<file path="config.mk">
export PLATFORM = sky130hd
export DESIGN_NAME = isolation_monitor_event_log
export DESIGN_NICKNAME = d
export VERILOG_FILES = /design/src/rtl/event_log_pkg.sv /design/src/rtl/isolation_monitor_event_log.sv
export VERILOG_INCLUDE_DIRS = /design/src /design/src/rtl
export SDC_FILE = /design/constraint.sdc
export NUM_CORES = 1
export LEC_CHECK = 0
export BUFFER_PORTS_ARGS = -buffer_cell sky130_fd_sc_hd__clkbuf_2
export CAP_MARGIN = 15
export CORE_MARGIN = 4
export CORE_UTILIZATION = 25
export CTS_BUF_LIST = sky130_fd_sc_hd__clkbuf_8
export CTS_CLUSTER_SIZE = 16
export DETAILED_ROUTE_END_ITERATION = 7
export SYNTH_ARGS = -nofsm -noshare
export SYNTH_HDL_FRONTEND = slang
export SYNTH_SLANG_ARGS = --single-unit
</file>
<file path="constraint.sdc">
create_clock -name aclk -period 3.8 [get_ports aclk]
set_input_delay 0.38 -clock aclk [delete_from_list [all_inputs] [get_ports aclk]]
set_output_delay 0.38 -clock aclk [all_outputs]
set_load 0.005 [all_outputs]
</file>
<file path="src/rtl/event_log_cfg.svh">
// Offsets, field positions and reset values of the event log block
// Assumes an AXI4-Lite master with 32-bit data and aligned word accesses
`ifndef EVENT_LOG_CFG_SVH
`define EVENT_LOG_CFG_SVH
`define OFS_READ_LOG        12'h000
`define OFS_WRITE_LOG       12'h004
`define OFS_STATUS          12'h008
`define OFS_MASK            12'h00C
`define OFS_RESET_STATUS    12'h010
`define OFS_CONTROL         12'h014
`define BIT_TIMEOUT         3
`define BIT_ERROR           2
`define BIT_ISO_ACC         1
`define BIT_RST_ACC         0
`define BIT_ACT_WRITE       1
`define BIT_ACT_READ        0
`define EVENT_W             4
`define MASK_RESET          4'h0
`define STATUS_RESET        4'h0
`define LOG_RESET           32'h0000_0000
`define RESP_OKAY           2'h0
`define RESP_SLVERR         2'h2
`endif

</file>
<file path="src/rtl/event_log_pkg.sv">
// Types shared by the event log block
// Assumes event_log_cfg.svh is compiled alongside
package event_log_pkg;
    typedef struct packed {
        logic [23:0] txn_id;
        logic [7:0]  node_id;
    } id_log_s;
    typedef struct packed {
        logic valid;
        logic [23:0] txn_id;
        logic [7:0]  node_id;
    } req_s;
endpackage

</file>
<file path="src/rtl/isolation_monitor_event_log.sv">
// Soft reset access log, event status, mask and interrupt, AXI4-Lite slave
// Assumes requester strobes and event pulses come from logic on aclk
`timescale 1ns/100ps
`include "event_log_cfg.svh"
module isolation_monitor_event_log (
    input  wire logic                     aclk,
    input  wire logic                     aresetn,
    input  wire logic [11:0]              s_awaddr,
    input  wire logic                     s_awvalid,
    output logic                          s_awready,
    input  wire logic [31:0]              s_wdata,
    input  wire logic [3:0]               s_wstrb,
    input  wire logic                     s_wvalid,
    output logic                          s_wready,
    output logic [1:0]                    s_bresp,
    output logic                          s_bvalid,
    input  wire logic                     s_bready,
    input  wire logic [11:0]              s_araddr,
    input  wire logic                     s_arvalid,
    output logic                          s_arready,
    output logic [31:0]                   s_rdata,
    output logic [1:0]                    s_rresp,
    output logic                          s_rvalid,
    input  wire logic                     s_rready,
    input  wire event_log_pkg::req_s      read_req,
    input  wire event_log_pkg::req_s      write_req,
    input  wire logic                     read_done,
    input  wire logic                     write_done,
    input  wire logic                     soft_reset_active,
    input  wire logic                     monitor_closed,
    input  wire logic                     isolation_active,
    input  wire logic                     timeout_detect,
    input  wire logic                     error_detect,
    output logic                          irq
);
    event_log_pkg::id_log_s read_log_reg;
    event_log_pkg::id_log_s write_log_reg;
    logic [3:0]  status_reg;
    logic [3:0]  status_next;
    logic [3:0]  mask_reg;
    logic [7:0]  rd_count_reg;
    logic [7:0]  wr_count_reg;
    logic        rd_logged_reg;
    logic        wr_logged_reg;
    logic        srst_q_reg;
    logic        aw_held_reg;
    logic        w_held_reg;
    logic [11:0] awaddr_reg;
    logic [31:0] wdata_reg;
    logic        bvalid_reg;
    logic [1:0]  bresp_reg;
    logic        rvalid_reg;
    logic [31:0] rdata_reg;
    logic [1:0]  rresp_reg;
    logic        irq_reg;
    logic        s_wstrb_ok;
    logic [3:0]  wstrb_reg;

    function automatic logic [9:0] word_sel(input logic [11:0] a);
        word_sel = a[11:2];
    endfunction

    // Activity counters; an issue and a completion in one cycle cancel
    wire        active_read  = (rd_count_reg != 8'h00);
    wire        active_write = (wr_count_reg != 8'h00);
    wire        srst_entry   = soft_reset_active && !srst_q_reg;
    wire        cap_read     = read_req.valid && soft_reset_active
                               && (!rd_logged_reg || srst_entry);
    wire        cap_write    = write_req.valid && soft_reset_active
                               && (!wr_logged_reg || srst_entry);
    wire        closed_hit   = monitor_closed && (read_req.valid || write_req.valid);

    // Write path: address and data may come in either order
    wire        aw_have  = aw_held_reg || s_awvalid;
    wire        w_have   = w_held_reg || s_wvalid;
    wire        wr_fire  = aw_have && w_have && !bvalid_reg;
    wire [11:0] wr_addr  = aw_held_reg ? awaddr_reg : s_awaddr;
    wire [31:0] wr_data  = w_held_reg ? wdata_reg : s_wdata;
    wire [9:0]  wr_idx   = word_sel(wr_addr);
    wire        wr_stat  = wr_fire && (wr_idx == word_sel(`OFS_STATUS)) && s_wstrb_ok;
    wire        wr_mask  = wr_fire && (wr_idx == word_sel(`OFS_MASK)) && s_wstrb_ok;
    wire        wr_known = (wr_idx <= word_sel(`OFS_CONTROL));
    assign s_wstrb_ok = w_held_reg ? wstrb_reg[0] : s_wstrb[0];

    assign s_awready = !aw_held_reg && !bvalid_reg;
    assign s_wready  = !w_held_reg && !bvalid_reg;
    assign s_bvalid  = bvalid_reg;
    assign s_bresp   = bresp_reg;

    // Read path
    wire        rd_fire  = s_arvalid && !rvalid_reg;
    wire [9:0]  rd_idx   = word_sel(s_araddr);
    assign s_arready = !rvalid_reg;
    assign s_rvalid  = rvalid_reg;
    assign s_rdata   = rdata_reg;
    assign s_rresp   = rresp_reg;

    logic [31:0] rd_word;
    logic        rd_known;
    always_comb begin
        rd_known = 1'b1;
        case (rd_idx)
            word_sel(`OFS_READ_LOG):     rd_word = read_log_reg;
            word_sel(`OFS_WRITE_LOG):    rd_word = write_log_reg;
            word_sel(`OFS_STATUS):       rd_word = {28'h000_0000, status_reg};
            word_sel(`OFS_MASK):         rd_word = {28'h000_0000, mask_reg};
            word_sel(`OFS_RESET_STATUS): rd_word = {30'h0000_0000, active_write, active_read};
            word_sel(`OFS_CONTROL):      rd_word = {31'h0000_0000, srst_q_reg};
            default: begin
                rd_word  = 32'h0000_0000;
                rd_known = 1'b0;
            end
        endcase
    end

    // Hardware set wins over a same-cycle software clear
    wire [3:0] ev_set = {timeout_detect,
                         error_detect,
                         closed_hit && isolation_active,
                         closed_hit && !isolation_active};
    wire [3:0] ev_clr = wr_stat ? wr_data[3:0] : 4'h0;
    assign status_next = (status_reg & ~ev_clr) | ev_set;
    assign irq = irq_reg;

    always_ff @(posedge aclk) begin
        if (!aresetn) begin
            status_reg <= `STATUS_RESET;
            mask_reg   <= `MASK_RESET;
            irq_reg    <= 1'b0;
        end else begin
            status_reg <= status_next;
            if (wr_mask) begin
                mask_reg <= wr_data[3:0];
            end
            irq_reg <= |(status_next & ~(wr_mask ? wr_data[3:0] : mask_reg));
        end
    end

    always_ff @(posedge aclk) begin
        if (!aresetn) begin
            rd_count_reg  <= 8'h00;
            wr_count_reg  <= 8'h00;
            srst_q_reg    <= 1'b0;
            rd_logged_reg <= 1'b0;
            wr_logged_reg <= 1'b0;
            read_log_reg  <= `LOG_RESET;
            write_log_reg <= `LOG_RESET;
        end else begin
            rd_count_reg <= rd_count_reg + 8'(read_req.valid) - 8'(read_done && active_read);
            wr_count_reg <= wr_count_reg + 8'(write_req.valid) - 8'(write_done && active_write);
            srst_q_reg   <= soft_reset_active;
            // Re-entry to soft reset re-arms both logs
            if (srst_entry) begin
                rd_logged_reg <= 1'b0;
                wr_logged_reg <= 1'b0;
            end
            if (cap_read) begin
                read_log_reg  <= {read_req.txn_id, read_req.node_id};
                rd_logged_reg <= 1'b1;
            end
            if (cap_write) begin
                write_log_reg <= {write_req.txn_id, write_req.node_id};
                wr_logged_reg <= 1'b1;
            end
        end
    end

    always_ff @(posedge aclk) begin
        if (!aresetn) begin
            aw_held_reg <= 1'b0;
            w_held_reg  <= 1'b0;
            awaddr_reg  <= 12'h000;
            wdata_reg   <= 32'h0000_0000;
            wstrb_reg   <= 4'h0;
            bvalid_reg  <= 1'b0;
            bresp_reg   <= `RESP_OKAY;
        end else begin
            if (s_awvalid && s_awready && !wr_fire) begin
                aw_held_reg <= 1'b1;
                awaddr_reg  <= s_awaddr;
            end
            if (s_wvalid && s_wready && !wr_fire) begin
                w_held_reg <= 1'b1;
                wdata_reg  <= s_wdata;
                wstrb_reg  <= s_wstrb;
            end
            if (wr_fire) begin
                aw_held_reg <= 1'b0;
                w_held_reg  <= 1'b0;
                bvalid_reg  <= 1'b1;
                bresp_reg   <= wr_known ? `RESP_OKAY : `RESP_SLVERR;
            end else if (bvalid_reg && s_bready) begin
                bvalid_reg <= 1'b0;
            end
        end
    end

    always_ff @(posedge aclk) begin
        if (!aresetn) begin
            rvalid_reg <= 1'b0;
            rdata_reg  <= 32'h0000_0000;
            rresp_reg  <= `RESP_OKAY;
        end else if (rd_fire) begin
            rvalid_reg <= 1'b1;
            rdata_reg  <= rd_word;
            rresp_reg  <= rd_known ? `RESP_OKAY : `RESP_SLVERR;
        end else if (rvalid_reg && s_rready) begin
            rvalid_reg <= 1'b0;
        end
    end
endmodule // isolation_monitor_event_log

</file>
Word level (Yosys, flattened, before mapping):

Index checks and enable logic that the tools add are counted.

* magnitude comparators: 1
* mux-type cells: 16
* $add $sub $neg: 4
* equal/unequal tests: 7
* bitwise operators: 6
* reduce and logical (&&, ||, !) cells: 49

Operator list (number)
* $pmux W32 S6: 1
* $eq A10 B2 Y1 const B: 4
* $logic_and A1 B1 Y1: 25
* $eq A10 B3 Y1 const B: 2
* $add A8 B1 Y8: 2
* $reduce_bool A8 Y1: 2
* $sub A8 B1 Y8: 2
* $mux W12: 1
* $mux W4: 3
* $eq A10 B1 Y1 const B: 1
* $le A10 B3 Y1 const B: 1
* $logic_not A10 Y1: 1
* $logic_not A1 Y1: 9
* $mux W1: 9
* $and A4 B4 Y4: 2
* $not A4 Y4: 2
* $reduce_bool A2 Y1: 4
* $reduce_or A6 Y1: 1
* $logic_or A1 B1 Y1: 5
* $mux W2: 2
* $or A4 B4 Y4: 1
* $reduce_or A4 Y1: 1
* $reduce_or A2 Y1: 1
* $not A1 Y1: 1

* flip-flop bits (word level): 149
* logic and storage cells: 105
* input port bits: 140
* output and inout bits: 42

Depth between registers and ports, before layout:

Gate-level depths: netlist of run 1.

* word-level depth: 11
* gate-level depth with buffers: 15
* gate-level depth less buffers: 15

Least setup slack after synthesis of run 1:

Ideal clock, no wire load.

* path type: register -> register
* start point: reg wr_count_reg[2]
* end point: reg wr_count_reg[6]
* data required time: 3.668 ns
* cell stages (with the launch flop): 16
* buffers on the path: 0
* arrival: 2.517 ns
* slack: 1.151 ns
* setup time: 0.132 ns
* clock period less this slack: 2.649 ns
* cell sequence: dfxtp_1 > inv_1 > ha_1 > nor4bb_1 > a21boi_0 > ha_1 > inv_1 > ha_1 > inv_1 > fa_1 > nand2b_1 > a21oi_1 > o21ai_1 > a21oi_1 > o21a_1 > nor3_1

* longest elaborated chain between the ends: 3
* elaborated cells on any way between the ends: 4
* classes of those cells: add/sub (2); reduce/logical (2)

Ends and longest elaborated chain
* start, declared: line isolation_monitor_event_log.sv:42 `logic [7:0] wr_count_reg;`
* start signal, assigned: line isolation_monitor_event_log.sv:150 `wr_count_reg <= wr_count_reg + 8'(write_req.valid) - 8'(write_done && active_write);`
* branches (longest 2 deep; another with $add A8 B1 Y8)
* $sub A8 B1 Y8 (*): line isolation_monitor_event_log.sv:150

Mark *: on every way between the ends.
A chain may end at the register's enable or synchronous reset.

Worst setup path in the final report of run 1:

Ends and elaborated chain as after synthesis.

==> impl_metrics.py, run 1 <==
metrics = {
    "power_and_ir_drop": {
        "power_mw": 3.95,
        "leakage_nw": 3.14,
        "power_density_nw_per_um2": 509,
        "ir_drop_uv": 173,
    },
    "routing": {
        "dr.pass1.iters": 5,
        "route.detailed.drc": 0,
        "drtIter0Drc": 245,
        "via_per_inst": 4.51,
        "vias": 5533,
        "wl_microns": 18000,
        "wl_per_cell_microns": 14.7,
        "antenna_left": 0,
    },
    "critical_path": {
        "worstPathRequired_ns": 4.11,
        "cp_top_family": "adder cells",
        "path_buf_inv": 3,
        "cp_max_fo": 2,
        "slowest_stage": "fa_1",
        "startpoint_type": "flip-flop",
        "crit_type": "flip-flop to flip-flop",
        "crit_path_max_incr_delay_ns": 0.39,
        "endpoint_kind": "flip-flop",
        "crit_arrival_ns": 3.23,
        "crit_chain": "inv_1 -> ha_1 -> nor4bb_1 -> a21boi_0 -> ha_1 -> inv_1 -> ha_1 -> inv_1 -> fa_1 -> nand2b_1 -> a21oi_1 -> o21ai_1 -> a21oi_1 -> o21a_1 -> nor3_1",
    },
    "grt": {
        "grt_pass1_wl_microns": 28600,
        "antenna_found_initial": 4,
        "grt_max_degree": 67,
        "first_global_vias": 5494,
        "grt_overflow": 0,
        "grt_usage": 0.127,
    },
    "timing": {
        "tightest_slew_ns": 1.06,
        "maxSlewHeadroom": 0.292,
        "rsz0062_at_grt": "no",
        "fin_ws_ns": 0.875,
        "setup-tns-final_ns": 0,
        "min_period_ns": 2.93,
        "skew_ns": 0.0217,
        "clock.fmax_mhz": 342,
        "finalHoldViolCount": 0,
        "slew_viol_final": 0,
        "fin_crit_sh": 0.770,
        "setup_viol": 0,
    },
    "synthesis": {
        "synth-edff-count": 0,
        "yosys_most_used_dff": "dfxtp_1",
        "async_flop_share": 0,
        "synth.largest_area_cell": "dfxtp_1",
        "yosys_warnings": 0,
        "synth-seq-cells": 145,
        "ys_top_cells_by_area": "dfxtp_1 (46%), nand2_1 (12%), a21oi_1 (8.8%)",
        "synthDominantCellAreaShare": 0.458,
        "synth.yosys.seq_area_share": 0.458,
        "synthesis.area_sq_um": 6340,
        "syn_inst": 762,
        "synth.distinct_cells": 55,
        "syn_avg_cell_area_sq_um": 8.32,
    },
    "cts": {
        "clockBufferDepth": 2,
        "hold_buffers": 0,
        "cts-root-buf": "clkbuf_8",
        "clock-sinks": 145,
        "cts_setup_buffers": 0,
        "cts.reportedPaths.clkPinSlew_ns": 0.09,
        "cts_tree": "yes",
        "cts_made_buffers": 17,
        "post_cts_resized": 0,
        "htreeDepth": 4,
        "insertion_delay_ns": 0.45,
    },
    "cells_and_area": {
        "syn2layout_area_growth_pct": 22.5,
        "finalNetCount": 1049,
        "multi_input_area_sq_um": 3150,
        "fin_area_sq_um": 7760,
        "drive_gt1_frac": 0.230,
        "regArea_sq_um": 2900,
        "fill_cells": 2739,
        "finalNonFillerCells": 1228,
    },
    "floorplanning": {
        "core_sq_um": 25000,
        "initial_utilization": 0.253,
        "io_pins": 182,
        "die_h_microns": 167,
        "dieArea_sq_um": 28000,
        "num_rows": 58,
        "die_w_microns": 167,
    },
    "flow_run": {
        "drv_cap": 0,
    },
    "placed_design": {
        "place_area_sq_um": 7380,
        "portBuffers": 144,
        "post-place-ws_ns": 0.901,
        "post-dp-hpwl_microns": 12400,
        "place_congestion": 0.769,
        "place_inst": 1196,
    },
    "hold_path": {
        "hold_path.class": "input port to flip-flop",
    },
    "run_status": {
        "status": "complete, no violations",
    },
}
## routing by layer
layer	track usage	vias to the layer above	share of wire
met5	0	-	0.0023
met4	0.0374	6	0.016
met3	0.0319	21	0.037
met2	0.209	97	0.48
met1	0.165	2596	0.47
li1	-	2813	-
## cells by family after synthesis
kind of cell,after synthesis,synth area share
AO/OA/AOI/OAI,184,0.178
XOR/XNOR,6,0.00829
adder cells (fa/ha/maj),24,0.0498
buffers and inverters,81,0.0533
flip-flops,145,0.458
multiplexers,33,0.0559
other,1,0.000592
AND/OR/NAND/NOR,288,0.196
## layout make-up
class                           instances  share of cell area
Multi-Input combinational cell        537               0.406
Sequential cell                       145               0.374
Timing Repair Buffer                  151               0.101
Tap cell                              330              0.0532
Clock buffer                           17              0.0301
Clock inverter                         14              0.0189
Inverter                               33              0.0163
Antenna cell                            1            0.000322
## worst reg2reg max path, cell delays in order (launching register included)
cell	delay (ns)
dfxtp_1	0.32
inv_1	0.08
ha_1	0.15
nor4bb_1	0.33
a21boi_0	0.16
ha_1	0.28
inv_1	0.05
ha_1	0.15
inv_1	0.05
fa_1	0.39
nand2b_1	0.16
a21oi_1	0.20
o21ai_1	0.10
a21oi_1	0.21
o21a_1	0.13
nor3_1	0.04
## report_power, final
| group | switching [mW] | leakage (nW) | internal (mW) |
|---|---|---|---|
| registers | 0.0723 | 1.18 | 1.65 |
| clock network | 0.670 | 0.188 | 0.538 |
| logic | 0.547 | 1.77 | 0.478 |
## final timing paths
| path | from | end | slack [ns] | depth (start not counted) |
|---|---|---|---|---|
| worst min-delay path | s_rready | s_rvalid | 0.12 | 2 |
| worst max-delay path | wr_count_reg[2] | wr_count_reg[6] | 0.87 | 15 |
| worst max register to register | wr_count_reg[2] | wr_count_reg[6] | 0.87 | 15 |
| worst min register to register | s_rdata[18] | s_rdata[18] | 0.46 | 2 |
## cell usage in the layout, fill, tap and decap left out, types with 17 or more instances in the layout
cell        n
nand2_1   200
nor2_1     43
a21oi_1   110
inv_1      32
mux2i_1    26
a22o_1     28
clkbuf_8   17
dfxtp_1   145
clkbuf_2  144
ha_1       22
## cell usage after synthesis, types with 2 or more instances
library cell / instances
a211oi_1: 4
a21o_1: 4
a21oi_1: 112
a221oi_1: 3
a22o_1: 28
a22oi_1: 2
a31oi_1: 5
and2_1: 4
buf_1: 2
buf_2: 9
buf_4: 4
clkbuf_1: 32
dfxtp_1: 145
fa_1: 2
ha_1: 22
inv_1: 33
mux2_2: 5
mux2i_1: 26
nand2_1: 200
nand2_2: 2
nand2b_1: 7
nand3_1: 3
nand4_1: 3
nor2_1: 43
nor2b_1: 2
nor3_1: 7
nor3b_1: 3
nor4_2: 4
nor4b_2: 2
o21a_1: 2
o21ai_0: 8
o21ai_1: 4
o21bai_1: 4
xnor2_1: 4
xor2_1: 2
## through the flow
step	hold slack, ns	util
after global placement	0.442	0.295
after detailed placement	0.446	0.295
final	0.124	0.310
after global routing	0.103	0.310
after floorplan	0.436	-
after CTS	0.0829	0.310
No activity file was read; power rests on OpenSTA's default activity.
==> run 2: changes to the inputs <==
Clock period 3.8 ns to 2.5 ns, I/O delays scaled along.
==> run 2 against run 1 <==
Net effect: count of clock-buffer cells in the layout grew 1; setup slack got worse by 0.96 ns; maximum frequency up 13%; sequential power grew 52%; flip-flop and latch count unchanged; wire length rose by 3.8%; register-to-register slack worse by 0.96 ns; critical path depth stayed put; the run now ends with negative setup slack left; combinational power grew 130%; first-iteration DRC count down 8.2%; largest cell class unchanged.
==> impl_metrics.py, run 2 (same netlist as run 1, synthesis figures left out) <==
metrics = {
    "cts": {
        "cts_made_buffers": 17,
        "clock-sinks": 145,
        "cts.reportedPaths.clkPinSlew_ns": 0.09,
        "cts_tree": "yes",
        "insertion_delay_ns": 0.45,
        "htreeDepth": 4,
        "clockBufferDepth": 2,
        "cts-root-buf": "clkbuf_8",
    },
    "grt": {
        "grt_max_degree": 46,
        "antenna_found_initial": 2,
        "grt_overflow": 0,
        "first_global_vias": 5814,
        "grt_usage": 0.132,
        "grt_pass1_wl_microns": 30000,
    },
    "floorplanning": {
        "die_w_microns": 167,
        "die_h_microns": 167,
        "initial_utilization": 0.253,
        "core_sq_um": 25000,
        "num_rows": 58,
        "dieArea_sq_um": 28000,
        "io_pins": 182,
    },
    "critical_path": {
        "crit_chain": "inv_2 -> ha_4 -> nor4bb_4 -> a21boi_1 -> ha_2 -> inv_2 -> ha_4 -> inv_1 -> fa_2 -> nand2b_4 -> a21oi_4 -> o21ai_2 -> a21oi_2 -> o21a_1 -> nor3_1",
        "slowest_stage": "fa_2",
        "startpoint_type": "flip-flop",
        "crit_arrival_ns": 2.88,
        "cp_max_fo": 2,
        "endpoint_kind": "flip-flop",
        "crit_type": "flip-flop to flip-flop",
        "worstPathRequired_ns": 2.80,
        "crit_path_max_incr_delay_ns": 0.34,
    },
    "routing": {
        "route.detailed.drc": 0,
        "antenna_left": 0,
        "via_per_inst": 4.46,
        "vias": 5795,
        "dr.pass1.iters": 4,
        "wl_per_cell_microns": 14.4,
        "drtIter0Drc": 225,
        "wl_microns": 18700,
    },
    "power_and_ir_drop": {
        "power_density_nw_per_um2": 790,
        "leakage_nw": 3.51,
        "power_mw": 6.78,
        "internal-power_mw": 4.57,
        "comb_power_share": 0.339,
        "clkPwrFrac": 0.275,
        "ir_drop_uv": 395,
        "p_sw_frac": 0.326,
        "seq_power_share": 0.386,
        "power_switching_mw": 2.21,
    },
    "cells_and_area": {
        "drive_gt1_frac": 0.280,
        "utilization": 0.343,
        "syn2layout_area_growth_pct": 35.5,
        "final_cell_mix": "nand2_1 (200), clkbuf_2 (144), dfxtp_1 (140)",
        "finalNetCount": 1121,
        "diodes": 0,
        "layout_commonest_cell": "nand2_1",
    },
    "timing": {
        "finalHoldViolCount": 0,
        "slew_viol_final": 0,
        "rsz0062_at_grt": "yes",
        "maxSlewHeadroom": 0.603,
        "hold_slack_ns": 0.0272,
        "skew_ns": 0.0240,
        "clock.fmax_mhz": 387,
        "setup_viol": 4,
        "fin_crit_sh": 1.03,
        "setup-tns-final_ns": -0.193,
        "fin_ws_ns": -0.0823,
        "min_period_ns": 2.58,
        "tightest_slew_ns": 0.596,
    },
    "placed_design": {
        "post-dp-hpwl_microns": 12600,
        "place_congestion": 0.783,
        "post-place-ws_ns": -0.237,
        "portBuffers": 144,
    },
    "hold_path": {
        "hold_path.class": "input port to flip-flop",
    },
    "flow_run": {
        "drv_cap": 0,
    },
    "run_status": {
        "status": "complete, but fails checks",
        "violations": "negative setup slack",
    },
}
==> run 2: changes by cell type in the layout (fill, tap and decap cells not counted), sizes merged <==
cell,before,now
clkinvlp,2,1
clkinv,3,4
dlygate4sd3,0,39
buf,7,40
diode,1,0
clkbuf,161,162
==> run 2: worst max-delay path, delay by kind of cell (launching register included) <==
| kind | cells | cell delay (ns) |
|---|---|---|
| AO/OA/AOI/OAI | 5 | 0.62 |
| adder cells (fa/ha/maj) | 4 | 0.87 |
| buffers and inverters | 3 | 0.18 |
| flip-flops | 1 | 0.32 |
| AND/OR/NAND/NOR | 3 | 0.47 |
==> run 2: final timing paths <==
kind / startpoint / to / slack [ns] / depth (start not counted)
max reg2reg: wr_count_reg[6] / wr_count_reg[6] / -0.08 / 15
min reg2reg: s_rdata[27] / s_rdata[27] / 0.46 / 2
min: read_req[14] / read_log_reg[14] / 0.03 / 3
max: wr_count_reg[6] / wr_count_reg[6] / -0.08 / 15
==> run 2: per-stage QoR <==
stage                     area, sq um  instances
after global routing             8590       1300
after global placement           7630       1222
after CTS                        8460       1292
after detailed placement         7630       1222
after floorplan                  6370        763
final                            8590       1300
==> run 2: layout make-up <==
class / instances / area (sq um)
well taps: 330 / 413
repair buffers: 223 / 1450
flip-flops and latches: 145 / 2910
inverters: 33 / 126
clock buffers: 18 / 248
fillers: 2632 / 16400
clock inverters: 14 / 145
multi-input cells: 537 / 3290
==> run 2: power groups by stage <==
stage	sequential, mW	clock (mW)	combinational [mW]
final	2.62	1.87	2.30
after floorplan	2.64	0	1.27
after detailed placement	2.66	0	1.84
after CTS	2.61	1.94	2.09
after global placement	2.65	0	1.81
after global routing	2.64	2.03	2.56
==> run 2: routing by layer <==
metal / up-vias / wire length, microns / track usage
li1: 2951 / - / -
met1: 2723 / 8610 / 0.165
met2: 100 / 9180 / 0.229
met4: 4 / 208 / 0.0349
met5: - / 21 / 0
met3: 17 / 676 / 0.0331
==> run 2: repair_timing <==
action / CTS / global route
hold endpoints to repair: 35 / 4
buffers inserted: 3 / 4
endpoints found under the setup margin: 4 / 8
gates resized for setup: 19 / 17
hold buffers: 35 / 4
pin swaps: 11 / 13
